<file path="config.mk">
export PLATFORM = sky130hd
export DESIGN_NAME = dcs_servo_ctrl
export DESIGN_NICKNAME = d
export VERILOG_FILES = /design/src/dcs_pkg.sv /design/src/dcs_servo_ctrl.sv
export VERILOG_INCLUDE_DIRS = /design/src
export SDC_FILE = /design/constraint.sdc
export NUM_CORES = 1
export LEC_CHECK = 0
export BUFFER_PORTS_ARGS = -buffer_cell sky130_fd_sc_hd__buf_2
export CAP_MARGIN = 40
export CELL_PAD_IN_SITES_DETAIL_PLACEMENT = 1
export CELL_PAD_IN_SITES_GLOBAL_PLACEMENT = 2
export CORE_AREA = 2 2 203 205
export DETAILED_ROUTE_END_ITERATION = 10
export DIE_AREA = 0 0 205 207
export PLACE_DENSITY_LB_ADDON = 0.1
export SKIP_LAST_GASP = 1
export SLEW_MARGIN = 20
export SYNTH_ARGS = -nofsm -noshare
export SYNTH_HDL_FRONTEND = slang
export SYNTH_SLANG_ARGS = --single-unit
</file>
<file path="constraint.sdc">
create_clock -name CLK -period 3.3 [get_ports CLK]
set_input_delay 0 -clock CLK [delete_from_list [all_inputs] [get_ports CLK]]
set_output_delay 0 -clock CLK [all_outputs]
set_load 0.01 [all_outputs]
</file>
<file path="src/dcs_params.svh">
// Register indexes, field positions, reset values and timing figures of the DC servo.
// Included by the package and by the servo control module.
`ifndef DCS_PARAMS_SVH
`define DCS_PARAMS_SVH

// Register indexes; the byte address on the bus is four times the index.
`define DCS_IDX_ENABLE      10'h043
`define DCS_IDX_TRIGGER     10'h044
`define DCS_IDX_INTERVAL    10'h045
`define DCS_IDX_LINE_COUNT  10'h047
`define DCS_IDX_HP_COUNT    10'h048
`define DCS_IDX_VALUE_3     10'h049
`define DCS_IDX_VALUE_2     10'h04A
`define DCS_IDX_VALUE_1     10'h04B
`define DCS_IDX_VALUE_0     10'h04C
`define DCS_IDX_IRQ_STATUS  10'h050
`define DCS_IDX_IRQ_ENABLE  10'h051
`define DCS_IDX_IRQ_CLEAR   10'h052

// Field positions.
`define DCS_SINGLE_LSB      12
`define DCS_SERIES_LSB      8
`define DCS_LINE_PER_LSB    8
`define DCS_HP_PER_LSB      0

// Reset values.
`define DCS_PERIOD_RESET    4'hA
`define DCS_COUNT_RESET     7'h2A

// Timing: base tick of the periodic timers and length of one measurement.
`define DCS_TICK_NS         256000000
`define DCS_CLK_NS          40
`define DCS_MEAS_CYCLES     5'h10

`endif

</file>
<file path="src/dcs_pkg.sv">
// Types shared by the DC servo active-mode control.
// Expects dcs_params.svh on the include path.
`include "dcs_params.svh"

package dcs_pkg;

  typedef enum logic [1:0] {DCS_IDLE, DCS_SINGLE, DCS_SERIES} dcs_mode_t;

  typedef struct packed {
    dcs_mode_t   mode;
    logic [6:0]  left;
    logic [4:0]  meas;
    logic [7:0]  value;
  } dcs_chan_t;

  // Correction values, index 0 headphone left up to 3 line right.
  typedef logic [3:0][7:0] dcs_values_t;

  typedef struct packed {
    dcs_chan_t [3:0]       ch;
    logic [3:0]            enable;
    logic [1:0][3:0]       period;
    logic [1:0][6:0]       count;
    logic [1:0][15:0]      ticks;
    logic [22:0]           tick_cnt;
    logic [3:0]            irq_status;
    logic [3:0]            irq_enable;
    logic                  wr_pend;
    logic [9:0]            idx;
    logic [31:0]           rdata;
  } dcs_state_t;

endpackage

</file>
<file path="src/dcs_servo_ctrl.sv">
// DC servo active-mode control: single, series and periodic offset corrections
// on four outputs, with an AHB-Lite register slave and a completion interrupt.
// Assumes one clock, a synchronous reset and a comparator per output that says
// whether the measured offset is above zero at the end of each measurement.
//
// Function
// - Servo runs only while channel enable set
// - Single trigger: one measurement, step one LSB
// - Index 3 LR, 2 LL, 1 HR, 0 HL
// - Single triggers bits 15:12, read busy
// - Series trigger runs (count+1)-long measurement sequence
// - Series triggers bits 11:8, read busy
// - Series count N gives N+1 updates
// - Separate pair counts, reset to 0x2A
// - Nonzero timer schedules periodic singles; zero off
// - Interval is 0.256 s times 2^period
// - Line period 11:8, headphone 3:0, reset 0xA
// - Read eight-bit two's complement correction values
`timescale 1ns/1ns
`include "dcs_params.svh"

module dcs_servo_ctrl #(
  parameter int TICK_CYCLES = `DCS_TICK_NS / `DCS_CLK_NS
) (
  // Clock and reset.
  input  wire logic                CLK,
  input  wire logic                RESET,
  // AHB-Lite slave.
  input  wire logic                HSEL,
  input  wire logic [31:0]         HADDR,
  input  wire logic [1:0]          HTRANS,
  input  wire logic                HWRITE,
  input  wire logic [2:0]          HSIZE,
  input  wire logic [31:0]         HWDATA,
  input  wire logic                HREADY,
  output logic      [31:0]         HRDATA,
  output logic                     HREADYOUT,
  output logic                     HRESP,
  // Measurement circuit.
  input  wire logic [3:0]          OFFSET_ABOVE,
  output logic      [3:0]          MEASURE_ACTIVE,
  output dcs_pkg::dcs_values_t     OFFSET_CORRECTION_VALUE,
  // Interrupt.
  output logic                     IRQ
);

  localparam logic [22:0] TICK_LAST = 23'(TICK_CYCLES - 1);

  dcs_pkg::dcs_state_t s_q;
  dcs_pkg::dcs_state_t s_d;

  logic       addr_phase;
  logic       wr_hit;
  logic [1:0] fire;
  logic [3:0] trig_single;
  logic [3:0] trig_series;
  logic [3:0] done;
  logic       tick;
  logic [31:0] rd;

  // Number of base ticks in one periodic interval, less one.
  function automatic logic [15:0] interval_last(input logic [3:0] per);
    interval_last = 16'((17'h1 << per) - 17'h1);
  endfunction

  // One correction step, saturating at the ends of the two's complement range.
  function automatic logic [7:0] servo_step(input logic [7:0] v, input logic above);
    if (above) begin
      servo_step = (v == 8'h80) ? v : v - 8'h01;
    end else begin
      servo_step = (v == 8'h7F) ? v : v + 8'h01;
    end
  endfunction

  always_comb begin
    s_d = s_q;
    addr_phase = HSEL && HTRANS[1] && HREADY;
    wr_hit = s_q.wr_pend;
    rd = 32'h0000_0000;

    // Base tick and the two pair interval timers.
    tick = (s_q.tick_cnt == TICK_LAST);
    s_d.tick_cnt = tick ? 23'h000000 : s_q.tick_cnt + 23'h000001;
    for (int p = 0; p < 2; p++) begin
      fire[p] = 1'b0;
      if (s_q.period[p] == 4'h0) begin
        s_d.ticks[p] = 16'h0000;
      end else if (tick) begin
        if (s_q.ticks[p] >= interval_last(s_q.period[p])) begin
          fire[p] = 1'b1;
          s_d.ticks[p] = 16'h0000;
        end else begin
          s_d.ticks[p] = s_q.ticks[p] + 16'h0001;
        end
      end
    end

    trig_single = 4'h0;
    trig_series = 4'h0;
    if (wr_hit && s_q.idx == `DCS_IDX_TRIGGER) begin
      trig_single = HWDATA[`DCS_SINGLE_LSB +: 4];
      trig_series = HWDATA[`DCS_SERIES_LSB +: 4];
    end

    // Per-channel engines; channel n belongs to pair n/2.
    done = 4'h0;
    for (int n = 0; n < 4; n++) begin
      if (!s_q.enable[n]) begin
        s_d.ch[n].mode = dcs_pkg::DCS_IDLE;
        s_d.ch[n].meas = 5'h00;
      end else begin
        case (s_q.ch[n].mode)
          dcs_pkg::DCS_IDLE: begin
            if (trig_series[n]) begin
              s_d.ch[n].mode = dcs_pkg::DCS_SERIES;
              s_d.ch[n].left = s_q.count[n / 2];
              s_d.ch[n].meas = `DCS_MEAS_CYCLES;
            end else if (trig_single[n] || fire[n / 2]) begin
              s_d.ch[n].mode = dcs_pkg::DCS_SINGLE;
              s_d.ch[n].meas = `DCS_MEAS_CYCLES;
            end
          end
          default: begin
            if (s_q.ch[n].meas != 5'h00) begin
              s_d.ch[n].meas = s_q.ch[n].meas - 5'h01;
            end else begin
              s_d.ch[n].value = servo_step(s_q.ch[n].value, OFFSET_ABOVE[n]);
              if (s_q.ch[n].mode == dcs_pkg::DCS_SINGLE || s_q.ch[n].left == 7'h00) begin
                s_d.ch[n].mode = dcs_pkg::DCS_IDLE;
                done[n] = 1'b1;
              end else begin
                s_d.ch[n].left = s_q.ch[n].left - 7'h01;
                s_d.ch[n].meas = `DCS_MEAS_CYCLES;
              end
            end
          end
        endcase
      end
    end

    // Register writes in the data phase.
    if (wr_hit) begin
      if (s_q.idx == `DCS_IDX_ENABLE) begin
        s_d.enable = HWDATA[3:0];
      end else if (s_q.idx == `DCS_IDX_INTERVAL) begin
        s_d.period[1] = HWDATA[`DCS_LINE_PER_LSB +: 4];
        s_d.period[0] = HWDATA[`DCS_HP_PER_LSB +: 4];
      end else if (s_q.idx == `DCS_IDX_LINE_COUNT) begin
        s_d.count[1] = HWDATA[6:0];
      end else if (s_q.idx == `DCS_IDX_HP_COUNT) begin
        s_d.count[0] = HWDATA[6:0];
      end else if (s_q.idx == `DCS_IDX_IRQ_ENABLE) begin
        s_d.irq_enable = HWDATA[3:0];
      end
    end

    // A completion in the cycle of a clear keeps its status bit set.
    s_d.irq_status = s_q.irq_status | done;
    if (wr_hit && s_q.idx == `DCS_IDX_IRQ_CLEAR) begin
      s_d.irq_status = (s_q.irq_status & ~HWDATA[3:0]) | done;
    end

    // Read decode in the address phase; unmapped addresses read zero.
    if (HADDR[11:2] == `DCS_IDX_ENABLE) begin
      rd = {28'h0000000, s_q.enable};
    end else if (HADDR[11:2] == `DCS_IDX_TRIGGER) begin
      for (int n = 0; n < 4; n++) begin
        rd[`DCS_SINGLE_LSB + n] = (s_q.ch[n].mode == dcs_pkg::DCS_SINGLE);
        rd[`DCS_SERIES_LSB + n] = (s_q.ch[n].mode == dcs_pkg::DCS_SERIES);
      end
    end else if (HADDR[11:2] == `DCS_IDX_INTERVAL) begin
      rd = {20'h00000, s_q.period[1], 4'h0, s_q.period[0]};
    end else if (HADDR[11:2] == `DCS_IDX_LINE_COUNT) begin
      rd = {25'h0000000, s_q.count[1]};
    end else if (HADDR[11:2] == `DCS_IDX_HP_COUNT) begin
      rd = {25'h0000000, s_q.count[0]};
    end else if (HADDR[11:2] == `DCS_IDX_VALUE_3) begin
      rd = {24'h000000, s_q.ch[3].value};
    end else if (HADDR[11:2] == `DCS_IDX_VALUE_2) begin
      rd = {24'h000000, s_q.ch[2].value};
    end else if (HADDR[11:2] == `DCS_IDX_VALUE_1) begin
      rd = {24'h000000, s_q.ch[1].value};
    end else if (HADDR[11:2] == `DCS_IDX_VALUE_0) begin
      rd = {24'h000000, s_q.ch[0].value};
    end else if (HADDR[11:2] == `DCS_IDX_IRQ_STATUS) begin
      rd = {28'h0000000, s_q.irq_status};
    end else if (HADDR[11:2] == `DCS_IDX_IRQ_ENABLE) begin
      rd = {28'h0000000, s_q.irq_enable};
    end

    s_d.wr_pend = addr_phase && HWRITE;
    if (addr_phase) begin
      s_d.idx = HADDR[11:2];
      if (!HWRITE) begin
        s_d.rdata = rd;
      end
    end
  end

  always_ff @(posedge CLK) begin
    if (RESET) begin
      s_q <= '0;
      s_q.period <= {`DCS_PERIOD_RESET, `DCS_PERIOD_RESET};
      s_q.count <= {`DCS_COUNT_RESET, `DCS_COUNT_RESET};
    end else begin
      s_q <= s_d;
    end
  end

  assign HRDATA = s_q.rdata;
  assign HREADYOUT = 1'b1;
  assign HRESP = 1'b0;
  assign IRQ = |(s_q.irq_status & s_q.irq_enable);
  always_comb begin
    for (int n = 0; n < 4; n++) begin
      MEASURE_ACTIVE[n] = (s_q.ch[n].mode != dcs_pkg::DCS_IDLE);
      OFFSET_CORRECTION_VALUE[n] = s_q.ch[n].value;
    end
  end

  // Checks per channel.
  for (genvar g = 0; g < 4; g++) begin : g_chk
    chan_off_a: assert property (@(posedge CLK) disable iff (RESET)
      !s_q.enable[g] |=> s_q.ch[g].mode == dcs_pkg::DCS_IDLE && $stable(s_q.ch[g].value))
      else $error("Disabled channel kept running.");

    step_size_a: assert property (@(posedge CLK) disable iff (RESET)
      s_q.ch[g].value != $past(s_q.ch[g].value) |->
        (8'(s_q.ch[g].value - $past(s_q.ch[g].value)) inside {8'h01, 8'hFF}))
      else $error("Correction moved by more than one step.");

    series_load_a: assert property (@(posedge CLK) disable iff (RESET)
      $past(s_q.ch[g].mode) == dcs_pkg::DCS_IDLE && s_q.ch[g].mode == dcs_pkg::DCS_SERIES
        |-> s_q.ch[g].left == $past(s_q.count[g / 2]))
      else $error("Series did not load the pair count.");

    single_clear_a: assert property (@(posedge CLK) disable iff (RESET)
      s_q.ch[g].mode == dcs_pkg::DCS_SINGLE && s_q.ch[g].meas == 5'h00 && s_q.enable[g]
        |=> s_q.ch[g].mode == dcs_pkg::DCS_IDLE && s_q.irq_status[g])
      else $error("Single correction did not finish.");

    series_end_a: assert property (@(posedge CLK) disable iff (RESET)
      s_q.ch[g].mode == dcs_pkg::DCS_SERIES && s_q.ch[g].left == 7'h00 &&
        s_q.ch[g].meas == 5'h00 && s_q.enable[g] |=> s_q.ch[g].mode == dcs_pkg::DCS_IDLE)
      else $error("Series ran past its last update.");

    meas_len_a: assert property (@(posedge CLK) disable iff (RESET)
      $rose(MEASURE_ACTIVE[g]) && s_q.enable[g] |-> s_q.ch[g].meas == `DCS_MEAS_CYCLES)
      else $error("Measurement did not start at full length.");

    // A measurement in flight holds its mode and its correction until its last cycle.
    meas_hold_a: assert property (@(posedge CLK) disable iff (RESET)
      s_q.enable[g] && s_q.ch[g].mode != dcs_pkg::DCS_IDLE && s_q.ch[g].meas != 5'h00
        |=> $stable(s_q.ch[g].mode) && $stable(s_q.ch[g].value))
      else $error("Correction moved before the measurement ended.");

    value_idle_a: assert property (@(posedge CLK) disable iff (RESET)
      s_q.ch[g].mode == dcs_pkg::DCS_IDLE |=> $stable(s_q.ch[g].value))
      else $error("Idle channel changed its correction.");

    series_start_a: assert property (@(posedge CLK) disable iff (RESET)
      s_q.enable[g] && s_q.ch[g].mode == dcs_pkg::DCS_IDLE && trig_series[g]
        |=> s_q.ch[g].mode == dcs_pkg::DCS_SERIES)
      else $error("Series trigger did not start a series.");

    single_start_a: assert property (@(posedge CLK) disable iff (RESET)
      s_q.enable[g] && s_q.ch[g].mode == dcs_pkg::DCS_IDLE && !trig_series[g] &&
        trig_single[g] |=> s_q.ch[g].mode == dcs_pkg::DCS_SINGLE)
      else $error("Single trigger did not start a correction.");

    periodic_start_a: assert property (@(posedge CLK) disable iff (RESET)
      s_q.enable[g] && s_q.ch[g].mode == dcs_pkg::DCS_IDLE && !trig_series[g] &&
        fire[g / 2] |=> s_q.ch[g].mode == dcs_pkg::DCS_SINGLE)
      else $error("Periodic update did not start a correction.");

    series_step_a: assert property (@(posedge CLK) disable iff (RESET)
      s_q.enable[g] && s_q.ch[g].mode == dcs_pkg::DCS_SERIES && s_q.ch[g].meas == 5'h00 &&
        s_q.ch[g].left != 7'h00 |=> s_q.ch[g].mode == dcs_pkg::DCS_SERIES &&
        s_q.ch[g].left == $past(s_q.ch[g].left) - 7'h01 && s_q.ch[g].meas == `DCS_MEAS_CYCLES)
      else $error("Series did not move on to its next update.");

    status_keep_a: assert property (@(posedge CLK) disable iff (RESET)
      s_q.irq_status[g] && !(wr_hit && s_q.idx == `DCS_IDX_IRQ_CLEAR && HWDATA[g])
        |=> s_q.irq_status[g])
      else $error("Status bit dropped without a clear.");

    status_clear_a: assert property (@(posedge CLK) disable iff (RESET)
      wr_hit && s_q.idx == `DCS_IDX_IRQ_CLEAR && HWDATA[g] && !done[g]
        |=> !s_q.irq_status[g])
      else $error("Status bit survived its clear.");
  end

  for (genvar p = 0; p < 2; p++) begin : g_pair
    period_off_a: assert property (@(posedge CLK) disable iff (RESET)
      s_q.period[p] == 4'h0 |=> s_q.ticks[p] == 16'h0000)
      else $error("Disabled timer kept counting.");

    period_wrap_a: assert property (@(posedge CLK) disable iff (RESET)
      s_q.period[p] != 4'h0 && s_q.tick_cnt == TICK_LAST &&
        s_q.ticks[p] == interval_last(s_q.period[p]) |=> s_q.ticks[p] == 16'h0000)
      else $error("Interval timer did not wrap.");

    fire_cond_a: assert property (@(posedge CLK) disable iff (RESET)
      fire[p] |-> tick && s_q.period[p] != 4'h0)
      else $error("Periodic update fired off a base tick.");

    ticks_hold_a: assert property (@(posedge CLK) disable iff (RESET)
      s_q.period[p] != 4'h0 && !tick |=> $stable(s_q.ticks[p]))
      else $error("Interval timer moved between base ticks.");
  end

  reset_vals_a: assert property (@(posedge CLK)
    $past(RESET) && !RESET |-> s_q.count[0] == `DCS_COUNT_RESET &&
      s_q.count[1] == `DCS_COUNT_RESET && s_q.period[1] == `DCS_PERIOD_RESET)
    else $error("Counts or periods wrong after reset.");

  trig_read_a: assert property (@(posedge CLK) disable iff (RESET)
    HSEL && HTRANS[1] && HREADY && !HWRITE && HADDR[11:2] == `DCS_IDX_TRIGGER
      |=> HRDATA[`DCS_SINGLE_LSB] == ($past(s_q.ch[0].mode) == dcs_pkg::DCS_SINGLE) &&
        HRDATA[`DCS_SERIES_LSB + 3] == ($past(s_q.ch[3].mode) == dcs_pkg::DCS_SERIES))
    else $error("Trigger readback does not show busy state.");

  // Register writes land at the edge that ends the data phase.
  enable_write_a: assert property (@(posedge CLK) disable iff (RESET)
    wr_hit && s_q.idx == `DCS_IDX_ENABLE |=> s_q.enable == $past(HWDATA[3:0]))
    else $error("Enable write did not land.");

  period_write_a: assert property (@(posedge CLK) disable iff (RESET)
    wr_hit && s_q.idx == `DCS_IDX_INTERVAL
      |=> s_q.period[1] == $past(HWDATA[`DCS_LINE_PER_LSB +: 4]) &&
      s_q.period[0] == $past(HWDATA[`DCS_HP_PER_LSB +: 4]))
    else $error("Interval write did not land.");

  line_count_a: assert property (@(posedge CLK) disable iff (RESET)
    wr_hit && s_q.idx == `DCS_IDX_LINE_COUNT |=> s_q.count[1] == $past(HWDATA[6:0]) &&
      s_q.count[0] == $past(s_q.count[0]))
    else $error("Line pair count write went astray.");

  hp_count_a: assert property (@(posedge CLK) disable iff (RESET)
    wr_hit && s_q.idx == `DCS_IDX_HP_COUNT |=> s_q.count[0] == $past(HWDATA[6:0]) &&
      s_q.count[1] == $past(s_q.count[1]))
    else $error("Headphone pair count write went astray.");

  irq_enable_a: assert property (@(posedge CLK) disable iff (RESET)
    wr_hit && s_q.idx == `DCS_IDX_IRQ_ENABLE |=> s_q.irq_enable == $past(HWDATA[3:0]))
    else $error("Interrupt enable write did not land.");

endmodule

</file>
---- Word level (Yosys, flattened, before mapping) ----
Cells that the tools add are included.
storage, ports and cells
  register bits ........................... 220
  latch bits .............................. 0
  memory bits (writable) .................. 0
  ROM bits ................................ 0
  input bits .............................. 78
  output and inout port bits .............. 71
  word-level logic and storage cells ...... 296
  memories ................................ 0
operators by class
  add/sub/neg operators ................... 21
  multiply operators ...................... 0
  divide/modulo/power cells ............... 0
  magnitude comparators ................... 2
  equality and inequality tests ........... 63
  shifts and indexed selects .............. 2
  multiplexer cells ....................... 92
  bitwise gates (word level) .............. 22
  reductions and logical operators ........ 65
operator list
  operator                                                              count
  32-bit 2-to-1 mux                                                     9
  10-bit by 7-bit == test with 1-bit output, second input constant      18
  8-bit 2-to-1 mux                                                      14
  5-bit 2-to-1 mux                                                      12
  14-bit 2-to-1 mux                                                     4
  12-bit 2-to-1 mux                                                     4
  16-bit 2-to-1 mux                                                     3
  9-bit 2-to-1 mux                                                      4
  16-bit by 1-bit adder with 16-bit output, second input constant       2
  8-bit by 1-bit adder with 8-bit output, second input constant         4
  8-bit by 7-bit == test with 1-bit output, second input constant       4
  8-bit == test, second input constant                                  4
  16-bit >= comparator                                                  2
  1-bit by 4-bit left shift with 16-bit output, first input constant    2
  16-bit by 1-bit subtractor with 16-bit output, second input constant  2
  8-bit by 1-bit subtractor with 8-bit output, second input constant    4
  7-bit logical NOT                                                     4
  7-bit 2-to-1 mux                                                      4
  7-bit by 1-bit subtractor with 7-bit output, second input constant    4
  5-bit AND reduction                                                   5
  2-bit 2-to-1 mux                                                      12
  2-bit != test, second input constant                                  12
  23-bit by 1-bit adder with 23-bit output, second input constant       1
  23-bit == test, second input constant                                 1
  24 further kinds                                                      132

---- Longest topological paths before layout ----
Gate-level depths: netlist of run 1.
  word-level depth ........................ 12
  gate-level depth with buffers ........... 17
  gate-level depth less buffers ........... 16

---- Worst setup path after synthesis of run 1 ----
Ideal clock, no wire load.
  path type ............................... flip-flop to flip-flop
  from .................................... register s_q[120] in the netlist's numbering
  to ...................................... register s_q[152] in the netlist's numbering
  arrival time ............................ 3556 ps
  slack ................................... -327 ps
  stages on the path, launching flop included .. 17
  clock period less this slack ............ 3627 ps
  path through ............................ dfxtp_1 -> or2_2 -> nor3_1 -> inv_1 -> ha_1 -> or2_2 -> o21ai_0 -> a22o_1 -> a21oi_1 -> ha_1 -> nand2_1 -> o21ai_0 -> a311oi_1 -> a211oi_1 -> o211ai_4 -> a221o_1 -> a21oi_1
on the way
  longest elaborated chain between the ends .. 9
RTL lines
  element                                        line                   source
  start, declared                                dcs_servo_ctrl.sv:49   dcs_pkg::dcs_state_t s_q;
  1-bit by 4-bit left shift with 16-bit output   dcs_servo_ctrl.sv:63   interval_last = 16'((17'h1 << per) - 17'h1);
  16-bit by 1-bit subtractor with 16-bit output  dcs_servo_ctrl.sv:63
  16-bit >= comparator                           dcs_servo_ctrl.sv:89   if (s_q.ticks[p] >= interval_last(s_q.period[p])) begin
  1-bit 2-to-1 mux                               dcs_servo_ctrl.sv:89
  1-bit 2-to-1 mux                               dcs_servo_ctrl.sv:88   end else if (tick) begin
  1-bit 2-to-1 mux *                             dcs_servo_ctrl.sv:86   if (s_q.period[p] == 4'h0) begin
  1-bit logical OR *                             dcs_servo_ctrl.sv:118  end else if (trig_single[n] || fire[n / 2]) begin
  3-bit != test (no source line) *               -
  3-bit AND reduction (no source line) *         -
Mark *: on every way between the ends. The rest lies on a longest branch, timed or not.
A chain may end at the register's enable or synchronous reset.

---- Worst setup path in the final report of run 1 ----
  from .................................... register s_q[121] in the netlist's numbering
  to ...................................... register s_q[140] in the netlist's numbering
on the way
  longest elaborated chain between the ends .. 9
RTL lines
  element                                        line
  1-bit by 4-bit left shift with 16-bit output   dcs_servo_ctrl.sv:63
  16-bit by 1-bit subtractor with 16-bit output  dcs_servo_ctrl.sv:63
  16-bit >= comparator                           dcs_servo_ctrl.sv:89
  1-bit 2-to-1 mux                               dcs_servo_ctrl.sv:89
  1-bit 2-to-1 mux                               dcs_servo_ctrl.sv:88
  1-bit 2-to-1 mux *                             dcs_servo_ctrl.sv:86
  1-bit logical OR *                             dcs_servo_ctrl.sv:118
  3-bit != test (no source line) *               -
  2-bit AND reduction (no source line) *         -
Marked as above.

==> results of run 1 <==
-- worst max-delay path, delay by kind of cell (launching register included) --
family          cells  cell delay (ns)
compound gates      8             1.32
fa+ha+maj           2             0.42
buf+inv             3             0.39
flops               1             0.32
simple gates        5             0.71
-- worst max path at each step --
| stage | startpoint | to | slack (ns) | cells after the start |
|---|---|---|---|---|
| after floorplan | s_q[120] | s_q[163] | 0.001 | 16 |
| after global placement | s_q[120] | s_q[140] | -0.06 | 17 |
| after detailed placement | s_q[120] | s_q[140] | -0.22 | 17 |
| after CTS | s_q[124] | s_q[95] | -0.003 | 17 |
| after global routing | s_q[121] | s_q[140] | -0.11 | 17 |
| final | s_q[121] | s_q[140] | 0.05 | 18 |
-- layout make-up --
type	count	area, um^2
repair buffers	191	1330
multi-input cells	1252	7960
fillers	4914	25300
clock buffers	39	761
clock inverters	7	41.3
well taps	532	666
inverters	60	225
flip-flops and latches	204	4090
-- state kept, by name (all words and copies together), names as in the netlist --
name                     count
wr_hit                       1
s_q                        155
HRDATA                      16
OFFSET_CORRECTION_VALUE     32
-- what timing repair did --
| item | 4_1_cts | 5_1_grt |
|---|---|---|
| cloned | 0 | 1 |
| setup buffers | 4 | 5 |
| endpoints found under the setup margin | 48 | 55 |
| resized for setup | 11 | 51 |
| endpoints found under the hold margin | 74 | 0 |
| hold buffers | 30 | 0 |
| pin swaps | 7 | 27 |
-- report_power, final --
group	total, mW	switching (mW)	internal (mW)
Combinational	0.259	0.164	0.0944
Sequential	2.48	0.00977	2.47
Clock	2.74	1.16	1.58
Total	5.49	1.34	4.15
-- metal layers --
layer,vias to the layer above,global-route usage [%],routed length [um]
met5,-,0,0
met4,0,4.66,821
met3,45,2.56,1410
met2,140,34.4,20700
met1,5722,25.5,19500
li1,5912,-,-
-- through the flow --
stage	power (mW)	util, %	hold WS, ns	TNS (ns)
after floorplan	2.68	-	0.125	0
after global placement	2.76	34.0	0.231	-0.209
after detailed placement	2.77	34.0	0.244	-2.60
after CTS	5.58	36.9	0.0221	-0.00293
after global routing	5.71	37.3	0.0766	-1.10
final	5.49	37.3	0.0566	0
-- layout by cell type (no fill, tap or decap), types with 8 or more instances in the layout --
master         Yosys  final
or2_2             11      8
o211ai_1           8      8
a211oi_1          14     12
nor2_1           225    218
ha_1              73     71
buf_2              2     86
dfxtp_1          204    201
o32ai_1            8      8
nand2_1          165    161
a21o_1             8      8
nor2b_1           15     15
conb_1             2     20
xor2_1            33     33
or3_1             11     11
o21ai_2            1      8
nand2b_1          13     13
o21ai_0           73     64
dlygate4sd3_1      0     30
inv_1             60     59
clkbuf_1          58      8
buf_4             67     69
xnor2_1           40     40
nand4_1           29     29
o21a_1            11     11
mux2i_1           50     50
nor3_1            45     44
a31oi_1            9      8
and3_1            15     15
nand3b_1           8      8
a22oi_1           11     11
nor4_1            18     17
a21oi_1          132    127
nand3_1           71     71
clkbuf_16          0     27
-- cell families (layout without fill, tap and decap cells) --
group | count (synthesis) | after routing
AND/OR/NAND/NOR | 676 | 676
AO/OA/AOI/OAI | 351 | 351
flip-flops | 204 | 204
buffers and inverters | 192 | 297
adder cells (fa/ha/maj) | 77 | 77
XOR/XNOR | 73 | 73
multiplexers | 55 | 55
other | 2 | 20
==> impl_results.md, run 1 <==
- Status: finished clean
- EDFF count, synth: 0
- Mapped Cells: 1630
- I/O Pins: 149
- Layout area overhead: 18.1%
- Top-count cell post-synth: nor2_1
- VDD IR max: 0.000271 V
- Worst Hold End: s_q[36]
- Synth Area in Simple Gates: 25.9%
- Chip height: 207 um
- Share of the synthesized area in the top cell type: 32.0%
- Number of global-route vias before repair: 12000
- Final ANT Viol Nets: 0
- Cell mode on critical path: o21ai_2
- Slowest-stage cell, CP: a311oi_2
- CP Launch Type: flop
- Period utilization: 98.5%
- CP Cell Sequence: or2_4 > nor3_4 > inv_2 > ha_4 > buf_4 > nand2_2 > o21ai_2 > a22o_1 > a21oi_2 > ha_1 > nand2_1 > o21ai_2 > a311oi_2 > a211oi_2 > o211ai_4 > buf_12 > a21oi_1 > nor3_1
- Worst min-delay path class: input port to flop
- DRC violations left: 0
- Final nets: 1891
- Pre-antenna DRT Iters: 4
- Fin. Hold Viols: 0
- CP peak stage delay: 0.33 ns
- Main combinational cell family by area after synthesis: simple AND/OR/NAND/NOR gates
- Clock Tree Root: clkbuf_16
- Final std cells w/o fill: 2285
- TritonCTS Buffers: 27
- Number of max-cap violations: 0
- Flops & latches, synth: 204
- Power Dens Cells: 364 nW/um^2
- Post-synth top area cell: dfxtp_1
- DR vias/cell: 5.17
- Die area: 42400 um^2
- Worst Path Arrival: 3.72 ns
- Synth top cells by count: nor2_1, dfxtp_1, nand2_1
- Area after DPL: 13700 um^2
- Hold depth: 4
- Asr flop ratio synth: 0%
- Initial cell density of the core: 31.6%
- Num rows: 74
- Syn Std Cell Area: 12800 um^2
- Synth Area in XOR/XNOR: 5.01%
- DP HPWL: 31400 um
- Multiplexer share of the synthesized area: 4.36%
- Longest Clk Path Bufs: 3
- WL final: 42400 um
- Reg2reg start: s_q[121]
- Initial DRC count: 410
- Synth unique cells: 83
- Clock skew: 0.0206 ns
- Worst Reg2Reg Path Length in Cells: 18
- Wire length per cell: 18.6 um
- Overall routing resource usage: 19.7%
- Leak Pwr: 5.94 nW
- Top cells by area, synth: dfxtp_1, ha_1, nor2_1
- Clk sinks: 204
- Max_slew headroom: 48.2%
- Die W: 205 um
- Synth Flop Type: dfxtp_1
- DP Worst Slack: -0.216 ns
- Synth Area in Adders: 7.78%
- Synth Area in Compound Gates: 17.2%
- Final Instance Area: 15100 um^2
- Routability cong.: 0.825
- Placed insts: 2199
- Vias post-DR: 11800
- RSZ-0062 raised after global routing: yes
- Worst Max-Slew Pin Slew: 0.766 ns
- First-pass GRT wire length: 67300 um
- Min Tclk post-route: 3.25 ns
- Setup violators final: 0
- Critical Path RT: 3.77 ns
- Seq/Total Area, Yosys: 32.0%
- R2r setup slk: 0.05 ns
- Grt total ovfl: 0
- Post-route worst setup slack: 0.0480 ns
- Share of layout cells above drive strength 1: 15.9%
- Worst Min Path Start: HTRANS[1]
- H-Tree Depth: 1
- Fmax achieved: 0.308 GHz
- Initial antenna violation count: 1
- Pin count of the biggest net entering global routing: 61
- RR Endpoint: s_q[140]
- Diodes inserted: 0
- CP Capture Type: flop
- Critical path peak fanout: 6
- Clk_lat worst skew: 0.56 ns
- YS warnings: 0
- Synthesized area per cell: 7.83 um^2
- Max-slew violation count: 0
- IO Port Bufs: 87
- Total core area: 40400 um^2
- CTS tree: yes
- Clock transition at path regs: 0.06 ns
- Worst Setup Path Type: flop to flop
No activity file was read; power rests on OpenSTA's default activity.
==> run 2: changes to the inputs <==
--- a/config.mk
+++ b/config.mk
@@ -12,5 +12,5 @@
 export CELL_PAD_IN_SITES_GLOBAL_PLACEMENT = 2
-export CORE_AREA = 2 2 203 205
+export CORE_AREA = 2 2 234 178
 export DETAILED_ROUTE_END_ITERATION = 10
-export DIE_AREA = 0 0 205 207
+export DIE_AREA = 0 0 236 180
 export PLACE_DENSITY_LB_ADDON = 0.1
--- a/constraint.sdc
+++ b/constraint.sdc
@@ -3,2 +3,2 @@
 set_output_delay 0 -clock CLK [all_outputs]
-set_load 0.01 [all_outputs]
+set_load 0.05 [all_outputs]
==> impl_results.md, run 2 (synthesis results as in run 1) <==
- Number of global-route vias before repair: 12200
- R2r setup slk: 0.03 ns
- DRC violations left: 0
- Final std cells w/o fill: 2278
- Hold WS: 0.0617 ns
- I/O Pins: 149
- Worst Reg2Reg Path Length in Cells: 18
- Fin. Hold Viols: 0
- First-pass GRT wire length: 69700 um
- Final Util: 37.7%
- Clock skew: 0.0217 ns
- Hold depth: 4
- Initial cell density of the core: 31.7%
- Wire length per cell: 19.3 um
- Worst Setup Path Type: flop to flop
- Largest register FFs: 155
- Total core area: 40300 um^2
- Min Tclk post-route: 3.27 ns
- Status: finished clean
- Commonest non-fill, non-tap cell in the layout: nor2_1
- Overall routing resource usage: 20.3%
- Reg2reg start: s_q[120]
- WL final: 43900 um
- Power Dens Cells: 373 nW/um^2
- Chip height: 180 um
- Post-route worst setup slack: 0.0288 ns
- Clock transition at path regs: 0.06 ns
- TritonCTS Buffers: 25
- Critical Path RT: 3.77 ns
- RR Endpoint: s_q[140]
- Worst min-delay path class: input port to flop
- Die area: 42500 um^2
- Layout area overhead: 18.8%
- Critical path peak fanout: 8
- H-Tree Depth: 1
- Initial antenna violation count: 0
- Vias post-DR: 12000
- Worst Path Arrival: 3.74 ns
- Clock Tree Root: clkbuf_16
- Pin count of the biggest net entering global routing: 62
- Worst Hold End: s_q[37]
- Final ANT Viol Nets: 0
- Setup violators final: 0
- Worst Max-Slew Pin Slew: 0.801 ns
- Share of layout cells above drive strength 1: 16.6%
- Fmax achieved: 0.306 GHz
- IO Port Bufs: 87
- Overall power: 5.66 mW
- Most frequent cells in the layout: nor2_1, dfxtp_1, nand2_1, a21oi_1, buf_2
- Total negative setup slack: 0 ns
- Number of max-cap violations: 0
- DR vias/cell: 5.27
- # fillers: 4906
- Clk_lat worst skew: 0.55 ns
- DP Worst Slack: -0.170 ns
- Clk sinks: 204
- Pre-antenna DRT Iters: 5
- Final nets: 1886
- Final Instance Area: 15200 um^2
- Initial DRC count: 558
- Area after DPL: 13600 um^2
- Max-slew violation count: 0
- CTS tree: yes
- Placed insts: 2185
- CP Capture Type: flop
- Worst Min Path Start: HTRANS[1]
- Grt total ovfl: 0
- VDD IR max: 0.000328 V
- Die W: 236 um
- Num rows: 64
- Period utilization: 99.1%
- Leak Pwr: 5.94 nW
- Max_slew headroom: 46.2%
- Routability cong.: 0.799
- CP Launch Type: flop
- Largest register by flop count: s_q
- Longest Clk Path Bufs: 3
- RSZ-0062 raised after global routing: yes
- DP HPWL: 32300 um
[run 2: where the power goes]
group | internal (mW) | leakage, nW | switching [mW]
Combinational | 0.0949 | 3.89 | 0.214
Sequential | 2.47 | 1.64 | 0.00923
Clock | 1.71 | 0.411 | 1.16
[run 2: worst max path at each step]
stage / slack [ns] / start / endpoint
2_1_floorplan: -0.02 / s_q[120] / s_q[166]
3_3_place_gp: -0.08 / s_q[120] / s_q[141]
3_5_place_dp: -0.17 / s_q[120] / s_q[174]
4_1_cts: -0.008 / s_q[121] / s_q[152]
5_1_grt: -0.13 / s_q[120] / s_q[141]
6_report: 0.03 / s_q[120] / s_q[140]
[run 2: layout make-up]
class	count	area, um^2	share of cell area, %
well taps	528	661	4.36
inverters	60	225	1.48
repair buffers	187	1300	8.56
clock inverters	6	83.8	0.553
clock buffers	39	748	4.93
flip-flops and latches	204	4090	27.0
diodes	1	2.50	0.0165
multi-input cells	1253	8060	53.1
[run 2: what timing repair did]
| action | CTS | global route |
|---|---|---|
| pin swaps | 16 | 32 |
| setup buffers | 8 | 8 |
| hold endpoints to repair | 76 | 0 |
| hold buffers | 29 | 0 |
| setup endpoints to repair | 40 | 56 |
| resized for setup | 15 | 71 |
| cloned | 0 | 3 |
[run 2: routing by layer]
metal | wire [um] | vias to the layer above | GRT usage [%]
met5 | 0 | - | 0
met4 | 681 | 0 | 3.41
met3 | 1160 | 39 | 2.29
met2 | 18600 | 146 | 30.8
met1 | 23500 | 5904 | 30.9
li1 | - | 5924 | -
[run 2: critical path: stages (launching register included)]
cell and delay [ns]:
dfxtp_2 0.32, or2_4 0.25, nor3_4 0.14, inv_2 0.08, ha_4 0.16, or2_4 0.24
o21ai_2 0.11, a22o_1 0.15, a21oi_2 0.06, ha_1 0.32, nand2_1 0.10, o21ai_2 0.08
a311oi_2 0.29, buf_4 0.17, a211oi_4 0.06, o211ai_4 0.32, buf_4 0.18, a21oi_2 0.05
nor3_2 0.11
